--- src/core/pmrc_pkg.sv ---
package pmrc_pkg;

    // ------------------------------------------------------------
    // Register offsets and reset values
    // ------------------------------------------------------------
    localparam logic [7:0] OFS_DSC3  = 8'h42;
    localparam logic [7:0] OFS_PGD   = 8'h43;
    localparam logic [7:0] OFS_SHUTDOWN_TRIGGER_BIT  = 8'h91;
    localparam logic [7:0] OFS_R2SLP = 8'h93;
    localparam logic [7:0] OFS_R4    = 8'h94;
    localparam logic [7:0] OFS_R4SLP = 8'h95;
    localparam logic [7:0] OFS_R5    = 8'h96;

    localparam logic [7:0] DSC3_RST  = 8'h15;
    localparam logic [7:0] PGD_RST   = 8'h00;
    localparam logic [7:0] SHUTDOWN_TRIGGER_BIT_RST  = 8'h00;
    localparam logic [7:0] R2SLP_RST = 8'h50;
    localparam logic [7:0] R4_RST    = 8'h20;
    localparam logic [7:0] R4SLP_RST = 8'h20;
    localparam logic [7:0] R5_RST    = 8'h70;
    localparam logic [7:0] READ_ZERO = 8'h00;

    // ------------------------------------------------------------
    // Field layout
    // ------------------------------------------------------------
    localparam int NUM_DSC  = 3;
    localparam int DSC_W    = 2;
    localparam int PGD_W    = 3;
    localparam int VID_W    = 7;
    localparam int VID_LSB  = 1;
    localparam int FLAG_BIT = 0;
    localparam logic [DSC_W-1:0] DSC_OFF = 2'h0;

    // ------------------------------------------------------------
    // Power-good delay timing
    // ------------------------------------------------------------
    localparam int unsigned CLK_PERIOD_NS = 8;
    localparam int          PG_CNT_W      = 24;
    typedef int unsigned pmrc_delay_t [8];
    localparam pmrc_delay_t PG_DELAY_US = '{2500, 5000, 10000, 15000,
                                            20000, 50000, 75000, 100000};

    // Least times, so rounded up
    function automatic pmrc_delay_t pg_cycles();
        pmrc_delay_t c;
        for (int i = 0; i < 8; i++)
        begin
            c[i] = (PG_DELAY_US[i] * 1000 + CLK_PERIOD_NS - 1) / CLK_PERIOD_NS;
        end
        return c;
    endfunction
    localparam pmrc_delay_t PG_DELAY_CYC = pg_cycles();

    // ------------------------------------------------------------
    // Two-wire target
    // ------------------------------------------------------------
    localparam logic [6:0] DEV_ADDR_DEF = 7'h5E; // Arbitrary value
    localparam logic [3:0] BIT_LAST     = 4'h7;
    localparam logic [3:0] BIT_ACK      = 4'h8;

    typedef enum logic [2:0] {
        PH_IDLE = 3'b000,
        PH_ADDR = 3'b001,
        PH_PTR  = 3'b011,
        PH_WR   = 3'b010,
        PH_RD   = 3'b110
    } pmrc_phase_e;

    typedef struct packed {
        logic [NUM_DSC-1:0][DSC_W-1:0] dsc;
        logic [PGD_W-1:0]              pg_code;
        logic                          shutdown_trigger_bit;
        logic [VID_W-1:0]              r2_slp_code;
        logic                          r2_slp_en;
        logic [VID_W-1:0]              r4_code;
        logic                          r4_decay;
        logic [VID_W-1:0]              r4_slp_code;
        logic [VID_W-1:0]              r5_code;
        logic                          r5_decay;
    } pmrc_regs_s;

    localparam pmrc_regs_s REGS_RST = '{
        dsc:         DSC3_RST[NUM_DSC*DSC_W-1:0],
        pg_code:     PGD_RST[PGD_W-1:0],
        shutdown_trigger_bit:        SHUTDOWN_TRIGGER_BIT_RST[FLAG_BIT],
        r2_slp_code: R2SLP_RST[VID_LSB +: VID_W],
        r2_slp_en:   R2SLP_RST[FLAG_BIT],
        r4_code:     R4_RST[VID_LSB +: VID_W],
        r4_decay:    R4_RST[FLAG_BIT],
        r4_slp_code: R4SLP_RST[VID_LSB +: VID_W],
        r5_code:     R5_RST[VID_LSB +: VID_W],
        r5_decay:    R5_RST[FLAG_BIT]
    };

endpackage

--- src/core/pmrc_regbus_if.sv ---
`timescale 1ns/1ps
interface pmrc_regbus_if;
    logic [7:0] addr;
    logic [7:0] wdata;
    logic       we;
    logic [7:0] rdata;

    modport engine (output addr, output wdata, output we, input rdata);
    modport regs   (input addr, input wdata, input we, output rdata);
endinterface

--- src/core/pmrc_i2c_target.sv ---
`timescale 1ns/1ps
module pmrc_i2c_target #(
    parameter logic [6:0] DEV_ADDR = pmrc_pkg::DEV_ADDR_DEF
) (
    input  wire logic            clk_i,
    input  wire logic            srst_i,
    input  wire logic            scl_i,
    input  wire logic            sda_i,
    output logic                 sda_o,
    output logic                 sda_oe_o,
    pmrc_regbus_if.engine        bus
);

    // ------------------------------------------------------------
    // Pin synchronisers
    // ------------------------------------------------------------
    logic [1:0] scl_m;
    logic [1:0] sda_m;
    logic       scl_p;
    logic       sda_p;

    always_ff @(posedge clk_i)
    begin
        if (srst_i)
        begin
            scl_m <= 2'h3;
            sda_m <= 2'h3;
            scl_p <= 1'b1;
            sda_p <= 1'b1;
        end
        else
        begin
            scl_m <= {scl_m[0], scl_i};
            sda_m <= {sda_m[0], sda_i};
            scl_p <= scl_m[1];
            sda_p <= sda_m[1];
        end
    end

    logic start_c;
    logic stop_c;
    logic rise_c;
    logic fall_c;
    assign start_c = scl_m[1] & scl_p & sda_p & ~sda_m[1];
    assign stop_c  = scl_m[1] & scl_p & ~sda_p & sda_m[1];
    assign rise_c  = scl_m[1] & ~scl_p;
    assign fall_c  = ~scl_m[1] & scl_p;

    // ------------------------------------------------------------
    // Byte engine
    // ------------------------------------------------------------
    pmrc_pkg::pmrc_phase_e phase, next_phase;
    logic [3:0] cnt, next_cnt;
    logic [7:0] sh, next_sh;
    logic [7:0] ptr, next_ptr;
    logic       rw, next_rw;
    logic       nack, next_nack;
    logic       oe, next_oe;
    logic       we, next_we;

    always_comb
    begin
        next_phase = phase;
        next_cnt   = cnt;
        next_sh    = sh;
        next_ptr   = ptr;
        next_rw    = rw;
        next_nack  = nack;
        next_oe    = oe;
        next_we    = 1'b0;
        if (start_c)
        begin
            next_phase = pmrc_pkg::PH_ADDR;
            // Clock fall that closes the start only primes the bit counter
            next_cnt   = '1;
            next_oe    = 1'b0;
        end
        else if (stop_c)
        begin
            next_phase = pmrc_pkg::PH_IDLE;
            next_oe    = 1'b0;
        end
        else if (phase != pmrc_pkg::PH_IDLE && rise_c)
        begin
            if (cnt == pmrc_pkg::BIT_ACK)
                next_nack = sda_m[1];
            else if (phase != pmrc_pkg::PH_RD)
                next_sh = {sh[6:0], sda_m[1]};
        end
        else if (phase != pmrc_pkg::PH_IDLE && fall_c)
        begin
            if (cnt == pmrc_pkg::BIT_LAST)
            begin
                next_cnt = pmrc_pkg::BIT_ACK;
                next_oe  = (phase != pmrc_pkg::PH_RD);
                if (phase == pmrc_pkg::PH_ADDR)
                begin
                    next_rw = sh[0];
                    // Other targets' traffic is ignored until next start
                    if (sh[7:1] != DEV_ADDR)
                    begin
                        next_phase = pmrc_pkg::PH_IDLE;
                        next_oe    = 1'b0;
                    end
                end
                if (phase == pmrc_pkg::PH_PTR)
                    next_ptr = sh;
                if (phase == pmrc_pkg::PH_WR)
                    next_we = 1'b1;
            end
            else if (cnt == pmrc_pkg::BIT_ACK)
            begin
                next_cnt = 4'h0;
                next_oe  = 1'b0;
                if (phase == pmrc_pkg::PH_ADDR && !rw)
                    next_phase = pmrc_pkg::PH_PTR;
                else if (phase == pmrc_pkg::PH_PTR)
                    next_phase = pmrc_pkg::PH_WR;
                else if (phase == pmrc_pkg::PH_WR)
                    next_ptr = 8'(ptr + 8'h01);
                else if (phase == pmrc_pkg::PH_RD && nack)
                    next_phase = pmrc_pkg::PH_IDLE;
                else
                begin
                    // Read start or acked read byte: fetch and drive msb
                    next_phase = pmrc_pkg::PH_RD;
                    next_sh    = bus.rdata;
                    next_oe    = ~bus.rdata[7];
                    next_ptr   = 8'(ptr + 8'h01);
                end
            end
            else
            begin
                next_cnt = 4'(cnt + 4'h1);
                if (phase == pmrc_pkg::PH_RD)
                begin
                    next_sh = {sh[6:0], 1'b0};
                    next_oe = ~sh[6];
                end
            end
        end
    end

    always_ff @(posedge clk_i)
    begin
        if (srst_i)
        begin
            phase    <= pmrc_pkg::PH_IDLE;
            cnt      <= 4'h0;
            sh       <= 8'h00;
            ptr      <= 8'h00;
            rw       <= 1'b0;
            nack     <= 1'b0;
            oe       <= 1'b0;
            we       <= 1'b0;
            sda_o    <= 1'b0;
            sda_oe_o <= 1'b0;
        end
        else
        begin
            phase    <= next_phase;
            cnt      <= next_cnt;
            sh       <= next_sh;
            ptr      <= next_ptr;
            rw       <= next_rw;
            nack     <= next_nack;
            oe       <= next_oe;
            we       <= next_we;
            sda_o    <= 1'b0;
            sda_oe_o <= next_oe;
        end
    end

    assign bus.addr  = ptr;
    assign bus.wdata = sh;
    assign bus.we    = we;

endmodule

--- src/core/pmrc_rail_ctrl.sv ---
`timescale 1ns/1ps
module pmrc_rail_ctrl #(
    parameter logic [6:0]  DEV_ADDR      = pmrc_pkg::DEV_ADDR_DEF,
    parameter bit          SLEEP_PIN_SEL = 1'b0,
    parameter int unsigned PG_DELAY_CYC [8] = pmrc_pkg::PG_DELAY_CYC
) (
    input  wire logic        clk_i,
    input  wire logic        srst_i,
    input  wire logic        scl_i,
    input  wire logic        sda_i,
    output logic             sda_o,
    output logic             sda_oe_o,
    input  wire logic [2:0]  rail_enable_i,
    input  wire logic        out3_rails_good_i,
    input  wire logic        out3_host_ctrl_i,
    input  wire logic        out3_host_value_i,
    input  wire logic        sleep_request_pin_one_i,
    input  wire logic        sleep_request_pin_two_i,
    input  wire logic [6:0]  rail2_normal_code_i,
    input  wire logic        rail4_sleep_enable_i,
    output logic [5:0]       discharge_sel_o,
    output logic             general_output_three_o,
    output logic             shutdown_o,
    output logic [6:0]       rail2_target_code_o,
    output logic [6:0]       rail4_target_code_o,
    output logic             rail4_decay_select_o,
    output logic [6:0]       rail5_target_code_o,
    output logic             rail5_decay_select_o
);

    // ------------------------------------------------------------
    // Register access engine
    // ------------------------------------------------------------
    pmrc_regbus_if bus ();

    pmrc_i2c_target #(
        .DEV_ADDR (DEV_ADDR)
    ) u_target (
        .clk_i    (clk_i),
        .srst_i   (srst_i),
        .scl_i    (scl_i),
        .sda_i    (sda_i),
        .sda_o    (sda_o),
        .sda_oe_o (sda_oe_o),
        .bus      (bus)
    );

    // ------------------------------------------------------------
    // Pin synchronisers
    // ------------------------------------------------------------
    logic [2:0] pin_m;
    logic [2:0] pin_s;
    logic       good_s;
    logic       sleep_req_s;

    always_ff @(posedge clk_i)
    begin
        if (srst_i)
        begin
            pin_m <= 3'h0;
            pin_s <= 3'h0;
        end
        else
        begin
            pin_m <= {out3_rails_good_i, sleep_request_pin_two_i, sleep_request_pin_one_i};
            pin_s <= pin_m;
        end
    end

    assign good_s      = pin_s[2];
    // Pin choice is fixed at build time, like a factory trim
    assign sleep_req_s = SLEEP_PIN_SEL ? pin_s[1] : pin_s[0];

    // ------------------------------------------------------------
    // Register file
    // ------------------------------------------------------------
    pmrc_pkg::pmrc_regs_s regs, next_regs;

    always_comb
    begin
        next_regs      = regs;
        next_regs.shutdown_trigger_bit = 1'b0;
        if (bus.we)
        begin
            // Only implemented fields are stored
            case (bus.addr)
                pmrc_pkg::OFS_DSC3:
                    next_regs.dsc = bus.wdata[pmrc_pkg::NUM_DSC*pmrc_pkg::DSC_W-1:0];
                pmrc_pkg::OFS_PGD:
                    next_regs.pg_code = bus.wdata[pmrc_pkg::PGD_W-1:0];
                pmrc_pkg::OFS_SHUTDOWN_TRIGGER_BIT:
                    next_regs.shutdown_trigger_bit = bus.wdata[pmrc_pkg::FLAG_BIT];
                pmrc_pkg::OFS_R2SLP:
                begin
                    next_regs.r2_slp_code = bus.wdata[pmrc_pkg::VID_LSB +: pmrc_pkg::VID_W];
                    next_regs.r2_slp_en   = bus.wdata[pmrc_pkg::FLAG_BIT];
                end
                pmrc_pkg::OFS_R4:
                begin
                    next_regs.r4_code  = bus.wdata[pmrc_pkg::VID_LSB +: pmrc_pkg::VID_W];
                    next_regs.r4_decay = bus.wdata[pmrc_pkg::FLAG_BIT];
                end
                pmrc_pkg::OFS_R4SLP:
                    next_regs.r4_slp_code = bus.wdata[pmrc_pkg::VID_LSB +: pmrc_pkg::VID_W];
                pmrc_pkg::OFS_R5:
                begin
                    next_regs.r5_code  = bus.wdata[pmrc_pkg::VID_LSB +: pmrc_pkg::VID_W];
                    next_regs.r5_decay = bus.wdata[pmrc_pkg::FLAG_BIT];
                end
                default:
                    next_regs = next_regs;
            endcase
        end
        // Hardware clear beats a host write in the same cycle
        for (int i = 0; i < pmrc_pkg::NUM_DSC; i++)
        begin
            if (rail_enable_i[i])
                next_regs.dsc[i] = pmrc_pkg::DSC_OFF;
        end
        // Shutdown one cycle after the write wipes the whole bank
        if (regs.shutdown_trigger_bit)
            next_regs = pmrc_pkg::REGS_RST;
    end

    always_ff @(posedge clk_i)
    begin
        if (srst_i)
            regs <= pmrc_pkg::REGS_RST;
        else
            regs <= next_regs;
    end

    // Unmapped offsets and reserved bits read as zero
    always_comb
    begin
        bus.rdata = pmrc_pkg::READ_ZERO;
        case (bus.addr)
            pmrc_pkg::OFS_DSC3:  bus.rdata = {2'h0, regs.dsc};
            pmrc_pkg::OFS_PGD:   bus.rdata = {5'h00, regs.pg_code};
            pmrc_pkg::OFS_SHUTDOWN_TRIGGER_BIT:  bus.rdata = pmrc_pkg::READ_ZERO;
            pmrc_pkg::OFS_R2SLP: bus.rdata = {regs.r2_slp_code, regs.r2_slp_en};
            pmrc_pkg::OFS_R4:    bus.rdata = {regs.r4_code, regs.r4_decay};
            pmrc_pkg::OFS_R4SLP: bus.rdata = {regs.r4_slp_code, 1'b0};
            pmrc_pkg::OFS_R5:    bus.rdata = {regs.r5_code, regs.r5_decay};
            default:             bus.rdata = pmrc_pkg::READ_ZERO;
        endcase
    end

    // ------------------------------------------------------------
    // Power-good delay for output three
    // ------------------------------------------------------------
    logic [pmrc_pkg::PG_CNT_W-1:0] pg_cnt, next_pg_cnt;
    logic [pmrc_pkg::PG_CNT_W-1:0] pg_limit;
    logic                          next_out3;

    assign pg_limit = pmrc_pkg::PG_CNT_W'(PG_DELAY_CYC[regs.pg_code]);

    always_comb
    begin
        next_pg_cnt = pg_cnt;
        if (!good_s || out3_host_ctrl_i)
            next_pg_cnt = '0;
        else if (pg_cnt < pg_limit)
            next_pg_cnt = pmrc_pkg::PG_CNT_W'(pg_cnt + 1'b1);
        // Direct host drive bypasses the timer entirely
        if (out3_host_ctrl_i)
            next_out3 = out3_host_value_i;
        else
            next_out3 = good_s && (pg_cnt >= pg_limit);
    end

    always_ff @(posedge clk_i)
    begin
        if (srst_i)
        begin
            pg_cnt                 <= '0;
            general_output_three_o <= 1'b0;
        end
        else
        begin
            pg_cnt                 <= next_pg_cnt;
            general_output_three_o <= next_out3;
        end
    end

    // ------------------------------------------------------------
    // Rail targets
    // ------------------------------------------------------------
    logic [6:0] next_r2_tgt;
    logic [6:0] next_r4_tgt;

    always_comb
    begin
        next_r2_tgt = (regs.r2_slp_en && sleep_req_s) ? regs.r2_slp_code
                                                      : rail2_normal_code_i;
        next_r4_tgt = (rail4_sleep_enable_i && sleep_req_s) ? regs.r4_slp_code
                                                            : regs.r4_code;
    end

    always_ff @(posedge clk_i)
    begin
        if (srst_i)
        begin
            rail2_target_code_o <= pmrc_pkg::R2SLP_RST[pmrc_pkg::VID_LSB +: pmrc_pkg::VID_W];
            rail4_target_code_o <= pmrc_pkg::REGS_RST.r4_code;
        end
        else
        begin
            rail2_target_code_o <= next_r2_tgt;
            rail4_target_code_o <= next_r4_tgt;
        end
    end

    assign discharge_sel_o      = regs.dsc;
    assign shutdown_o           = regs.shutdown_trigger_bit;
    assign rail4_decay_select_o = regs.r4_decay;
    assign rail5_target_code_o  = regs.r5_code;
    assign rail5_decay_select_o = regs.r5_decay;

    // Helper: cycles the grouped rails have been good in timer mode
    logic [pmrc_pkg::PG_CNT_W-1:0] good_run;
    always_ff @(posedge clk_i)
    begin
        if (srst_i || !good_s || out3_host_ctrl_i)
            good_run <= '0;
        else if (good_run != '1)
            good_run <= pmrc_pkg::PG_CNT_W'(good_run + 1'b1);
    end
endmodule

--- config.mk ---
export PLATFORM = sky130hd
export DESIGN_NAME = pmrc_rail_ctrl
export DESIGN_NICKNAME = d
export VERILOG_FILES = /design/src/core/pmrc_pkg.sv /design/src/core/pmrc_regbus_if.sv /design/src/core/pmrc_i2c_target.sv /design/src/core/pmrc_rail_ctrl.sv
export SDC_FILE = /design/constraint.sdc
export NUM_CORES = 1
export LEC_CHECK = 0
export BUFFER_PORTS_ARGS = -buffer_cell sky130_fd_sc_hd__buf_2
export CORE_ASPECT_RATIO = 1.5
export CORE_MARGIN = 3
export CORE_UTILIZATION = 45
export DETAILED_ROUTE_END_ITERATION = 6
export PLACE_DENSITY = 0.74
export SLEW_MARGIN = 40
export SYNTH_ARGS = -nofsm -noshare
export SYNTH_HDL_FRONTEND = slang
export SYNTH_SLANG_ARGS = --single-unit
--- constraint.sdc ---
create_clock -name clk_i -period 2.8 [get_ports clk_i]
set_input_delay 0.42 -clock clk_i [delete_from_list [all_inputs] [get_ports clk_i]]
set_output_delay 0.42 -clock clk_i [all_outputs]
set_load 0.1 [all_outputs]
; ---- Word level (Yosys, flattened, before mapping)
; Memories as Yosys holds them, arrays and structs flattened.
; Index checks and enable logic that the tools add are counted.
; Widths: inputs -> output; s select.
[totals]
reg_bits = 119
romBits = 256
n_memories = 1
out_inout_bits = 33
wordCells = 209
in_bits = 20
[classes]
bitwise = 21
muxes = 63
addsub = 3
reduce_logical = 49
eq_ne = 35
n_lt_le_gt_ge = 3
[memory_table]
columns = name, words, width, read_ports, rd_clocked_by_memory_dff, write_ports, line
row1 = (name not given), 8, 32, 1, 0, 0, pmrc_rail_ctrl.sv:156  ; assign pg_limit = pmrc_pkg::PG_CNT_W'(PG_DELAY_CYC[regs.pg_code]);
[op_table]
columns = op, count
row1 = $mux 8, 21
row2 = $mux 24, 2
row3 = $pmux 8 s6, 1
row4 = $eq 8x8->1 const B, 5
row5 = $mux 40, 1
row6 = $mux 3, 9
row7 = $add 24x1->24 const B, 1
row8 = $ge 24x24->1, 1
row9 = $lt 24x24->1, 1
row10 = $mux 4, 6
row11 = $mux 7, 3
row12 = $mux 1, 19
row13 = $ne 2x2->1 const B, 9
row14 = $reduce_and 2->1, 9
row15 = $reduce_and 6->1, 3
row16 = $reduce_bool 2->1, 9
row17 = $eq 8x7->1 const B, 2
row18 = $not 1->1, 13
row19 = $ne 4x2->1 const B, 3
row20 = $reduce_bool 3->1, 4
row21 = $reduce_or 3->1, 4
row22 = $reduce_and 11->1, 1
row23 = $ne 2x1->1 const B, 5
row24 = $reduce_and 9->1, 1
row25 = 24 further kinds, 41

; ---- Depth between registers and ports, before layout
[logic_depth]
word_depth = 12
ltp_mapped = 14
ltp_nobuf = 12

; ---- Hierarchy
; From an unflattened synthesis, not the netlist that was laid out.
[hier_totals]
cells_unflattened = 805
area_unflattened_um2 = 6660.1
[modules_own_cells]
columns = mod, instances, cells_each, area_per_inst_um2, seq_area_each_um2
row1 = pmrc_rail_ctrl, 1, 580, 4757.1, 1681.6
row2 = pmrc_i2c_target, 1, 225, 1903.1, 660.6

; ---- Worst setup path after synthesis
; OpenSTA, ideal clock, no wires.
[synth_timing]
path_type = register to register
from = register regs[34] (netlist name)
to = register pg_cnt[16] (netlist name)
t_required_ns = 2.730
period_less_slack_ns = 2.834
setup_time_ns = 0.070
t_arrival_ns = 2.763
setup_slack_ns = -0.034
path_stages_with_launch = 12
path_cell_list = dfxtp_1 > clkbuf_1 > buf_1 > o21ai_0 > ha_1 > a41oi_2 > o21ai_1 > a22oi_4 > nand3_2 > buf_2 > or4_1 > a21oi_1
[synth_via]
elab_chain_len = 5
[synth_lines]
columns = item, line
row1 = "start, declared", pmrc_rail_ctrl.sv:77  ; pmrc_pkg::pmrc_regs_s regs, next_regs;
row2 = "start signal, assigned", pmrc_rail_ctrl.sv:128  ; regs <= pmrc_pkg::REGS_RST;
row3 = "start signal, assigned", pmrc_rail_ctrl.sv:130  ; regs <= next_regs;
row4 = $not 3->4 (implied by the code), pmrc_rail_ctrl.sv:156
row5 = $mem_v2 8x32, n/a
row6 = $mux 24 (implied by the code) (2 in series), pmrc_rail_ctrl.sv:156
row7 = $lt 24x24->1, pmrc_rail_ctrl.sv:163  ; else if (pg_cnt < pg_limit)
row8 = "end signal, assigned", pmrc_rail_ctrl.sv:181  ; pg_cnt <= next_pg_cnt;
row9 = "end, declared", pmrc_rail_ctrl.sv:152  ; logic [pmrc_pkg::PG_CNT_W-1:0] pg_cnt, next_pg_cnt;
; No other way between the ends. The select of a mux whose other input is x is not followed.
; A chain may end at the register's enable or synchronous reset.

; ---- Worst setup path in the final report
[layout_timing]
from = register regs[32] (netlist name)
to = register pg_cnt[9] (netlist name)
; The elaborated chain is that of the path after synthesis.

==> flow_metrics.env <==
export IMPL_fin_skew_ns=0.00827
export IMPL_grt_max_degree=31
export IMPL_syn_inst=761
export IMPL_crit_type="flip-flop to flip-flop"
export IMPL_cp_arrival_ns=3.13
export IMPL_coreArea_um2=13600
export IMPL_synth_top_family_by_area="simple AND/OR/NAND/NOR gates"
export IMPL_period_minus_slack_ns=2.78
export IMPL_setup_violations=0
export IMPL_synthArstFlopShare_pct=0
export IMPL_root_buffer="clkbuf_16"
export IMPL_p_per_area_nw_per_um2=533
export IMPL_antennaDiodeCount=0
export IMPL_fillers=1174
export IMPL_worst_path_max_delay_cell="dfxtp_4"
export IMPL_rows=52
export IMPL_worst_path_buf_inv=5
export IMPL_syn_cell_area_um2=6270
export IMPL_maxCapViolCount=0
export IMPL_synth_xor_area_share_pct=0.698
export IMPL_start_kind="flip-flop"
export IMPL_synthSimpleGateAreaFrac_pct=24.0
export IMPL_die_w_um=102
export IMPL_hold_viol=0
export IMPL_start_util_pct=46.1
export IMPL_synth_ff_type="dfxtp_1"
export IMPL_io_pins=53
export IMPL_crit_chain="inv_6 -> ha_4 -> inv_4 -> nand2_4 -> ha_4 -> nand4_1 -> buf_4 -> nor4_4 -> o21ai_4 -> buf_6 -> nand4_1 -> buf_4 -> o21ai_1 -> a21oi_1"
export IMPL_slew_headroom_pct=57.4
export IMPL_overflow=0
export IMPL_muxShareOfSynthArea_pct=6.07
export IMPL_max_clock_path_buffers=2
export IMPL_track_usage_pct=22.3
export IMPL_viasPerCell=5.95
export IMPL_wl_um=17200
export IMPL_grt_pass1_wl_um=26900
export IMPL_cp_data_required_time_ns=3.15
export IMPL_worst_slack_ns=0.0202
export IMPL_power_total_mw=4.12
export IMPL_avgSynthCellArea_um2=8.24
export IMPL_cts_sinks=117
export IMPL_dieArea_um2=15400
export IMPL_synth_edf_count=0
export IMPL_setup_tns_ns=0
export IMPL_synth_compound_area_share_pct=18.3
export IMPL_hpwl_um=11800
export IMPL_cts_tree="yes"
export IMPL_vdd_drop_max_mv=0.366
export IMPL_antenna_found_initial=0
export IMPL_crit_path_max_incr_delay_ns=0.38
export IMPL_status="complete, no violations"
export IMPL_ys_types=70
export IMPL_clk_latency_ns=0.41
export IMPL_layout_drive_gt1_share_pct=22.9
export IMPL_yosysSeqAreaShare_pct=37.4
export IMPL_dp_slack_ns=-0.123
export IMPL_holdBufCountCts=0
export IMPL_ys_ff_latch=117
export IMPL_finalCritPeriodShare_pct=99.3
export IMPL_worst_pin_slew_ns=0.637
export IMPL_yosysWarnings=0
export IMPL_fin_nets=881
export IMPL_die_h_um=151
export IMPL_gp_congestion=0.951
export IMPL_h_tree_depth=4
export IMPL_syn_nets=818
export IMPL_grt_pass1_vias=5586
export IMPL_worst_path_max_fanout=5
export IMPL_crit_family="simple AND/OR/NAND/NOR gates"
export IMPL_slew_viol_final=0
export IMPL_p_leak_nw=3.13
export IMPL_portBuffers=50
export IMPL_clkTransAtPathRegs_ns=0.06
export IMPL_drc=0
export IMPL_synthAdderAreaFrac_pct=7.38
export IMPL_cts_buffers_inserted=17
export IMPL_wl_per_cell_um=17.2
export IMPL_hold_class="input port to flip-flop"
export IMPL_crit_path_end_kind="flip-flop"
export IMPL_drtAntennaViolNets=0
export IMPL_vias=5940
export IMPL_syn_to_final_growth_pct=23.2
export IMPL_drt_pass1_iter_count=6
export IMPL_fmax_mhz=360
export IMPL_drtIter0Drc=467
-- cell usage after synthesis (4+ instances only) --
| master | n | area share, % |
|---|---|---|
| or2_2 | 7 | 0.70 |
| buf_4 | 15 | 1.8 |
| nor2b_1 | 7 | 0.70 |
| nand2_1 | 80 | 4.8 |
| a222oi_1 | 7 | 1.1 |
| nand4_1 | 17 | 1.7 |
| nand3b_1 | 4 | 0.48 |
| and3b_1 | 4 | 0.56 |
| o21ai_0 | 26 | 2.1 |
| o21ai_1 | 17 | 1.4 |
| buf_1 | 4 | 0.24 |
| nor2_1 | 72 | 4.3 |
| nor3_1 | 11 | 0.88 |
| or4_1 | 9 | 1.1 |
| dfxtp_1 | 117 | 37 |
| and3_1 | 5 | 0.50 |
| a22oi_1 | 11 | 1.3 |
| clkbuf_1 | 32 | 1.9 |
| mux2i_1 | 38 | 6.1 |
| or3_1 | 10 | 1.0 |
| a221oi_1 | 6 | 0.84 |
| o31ai_1 | 13 | 1.6 |
| buf_2 | 8 | 0.64 |
| a21oi_1 | 64 | 5.1 |
| ha_1 | 37 | 7.4 |
| nand3_1 | 49 | 3.9 |
| inv_1 | 25 | 1.5 |
| nand2b_1 | 5 | 0.50 |
-- state kept, by name, indices dropped and copies added, names as in the netlist, 2 cells and up --
name	count
u_target.bus.addr	8
regs	25
u_target.scl_m	2
rail2_target_code_o	7
rail5_target_code_o	7
u_target.cnt	4
u_target.phase	3
discharge_sel_o	6
pin_s	2
u_target.sda_m	2
pg_cnt	24
pin_m	2
u_target.bus.wdata	8
rail4_target_code_o	7
-- metrics by stage --
step	util (%)	hold slack, ns	cells	area (um2)
floorplan	-	0.389	761	6280
CTS	54.5	0.174	990	7410
detailed placement	49.6	0.395	953	6750
global placement	49.6	0.393	953	6750
finish	56.8	0.183	999	7730
global route	56.8	0.177	999	7730
-- placed cells by master (no fill, tap or decap), types with 12 or more instances in the layout --
cell type,n
buf_2,50
ha_1,28
nand3_1,49
dfxtp_1,114
buf_4,45
mux2i_1,37
o21ai_1,17
a21oi_1,57
o21ai_0,21
nand2_1,77
clkbuf_16,17
nor2_1,69
nand4_1,17
o31ai_1,12
inv_1,21
-- kinds of logic (layout without fill, tap and decap cells) --
kind of cell             after synthesis  in the layout
AO/OA/AOI/OAI                        177            177
XOR/XNOR                               5              5
adder cells (fa/ha/maj)               37             37
buffers and inverters                 85            160
flip-flops                           117            117
multiplexers                          38             38
other                                  1              1
AND/OR/NAND/NOR                      301            302
-- what timing repair did --
| item | 4_1_cts | 5_1_grt |
|---|---|---|
| buffers inserted | 3 | 10 |
| endpoints found under the setup margin | 20 | 23 |
| gates cloned | 2 | 0 |
| pin swaps | 7 | 22 |
| resized for setup | 11 | 55 |
-- routing by layer --
layer,up-vias,share of wire (%),global-route usage (%)
li1,2873,-,-
met1,2820,37,23.8
met2,188,53,39.8
met3,59,4.7,5.10
met4,0,4.8,12.1
met5,-,0,0
-- area by class of cell --
type | count | area (um2) | share of cell area, %
multi-input combinational | 560 | 3780 | 49.0
sequential | 117 | 2350 | 30.4
timing repair buffer | 102 | 676 | 8.74
clock buffer | 20 | 457 | 5.91
tap | 162 | 203 | 2.62
clock inverter | 12 | 151 | 1.96
inverter | 26 | 108 | 1.39
-- report_power, final --
part | switching [mW] | total [mW] | internal (mW)
Sequential | 0.0185 | 1.70 | 1.69
Combinational | 0.142 | 0.189 | 0.0469
Clock | 0.784 | 2.23 | 1.44
-- final timing paths --
path / start / to / slack, ns / cells past startpoint
max reg2reg: regs[32] / pg_cnt[9] / 0.02 / 14
min reg2reg: u_target.scl_m[0] / u_target.scl_m[1] / 0.41 / 1
max: regs[32] / pg_cnt[9] / 0.02 / 14
min: scl_i / u_target.scl_m[0] / 0.18 / 2
No activity file was read; power rests on OpenSTA's default activity.
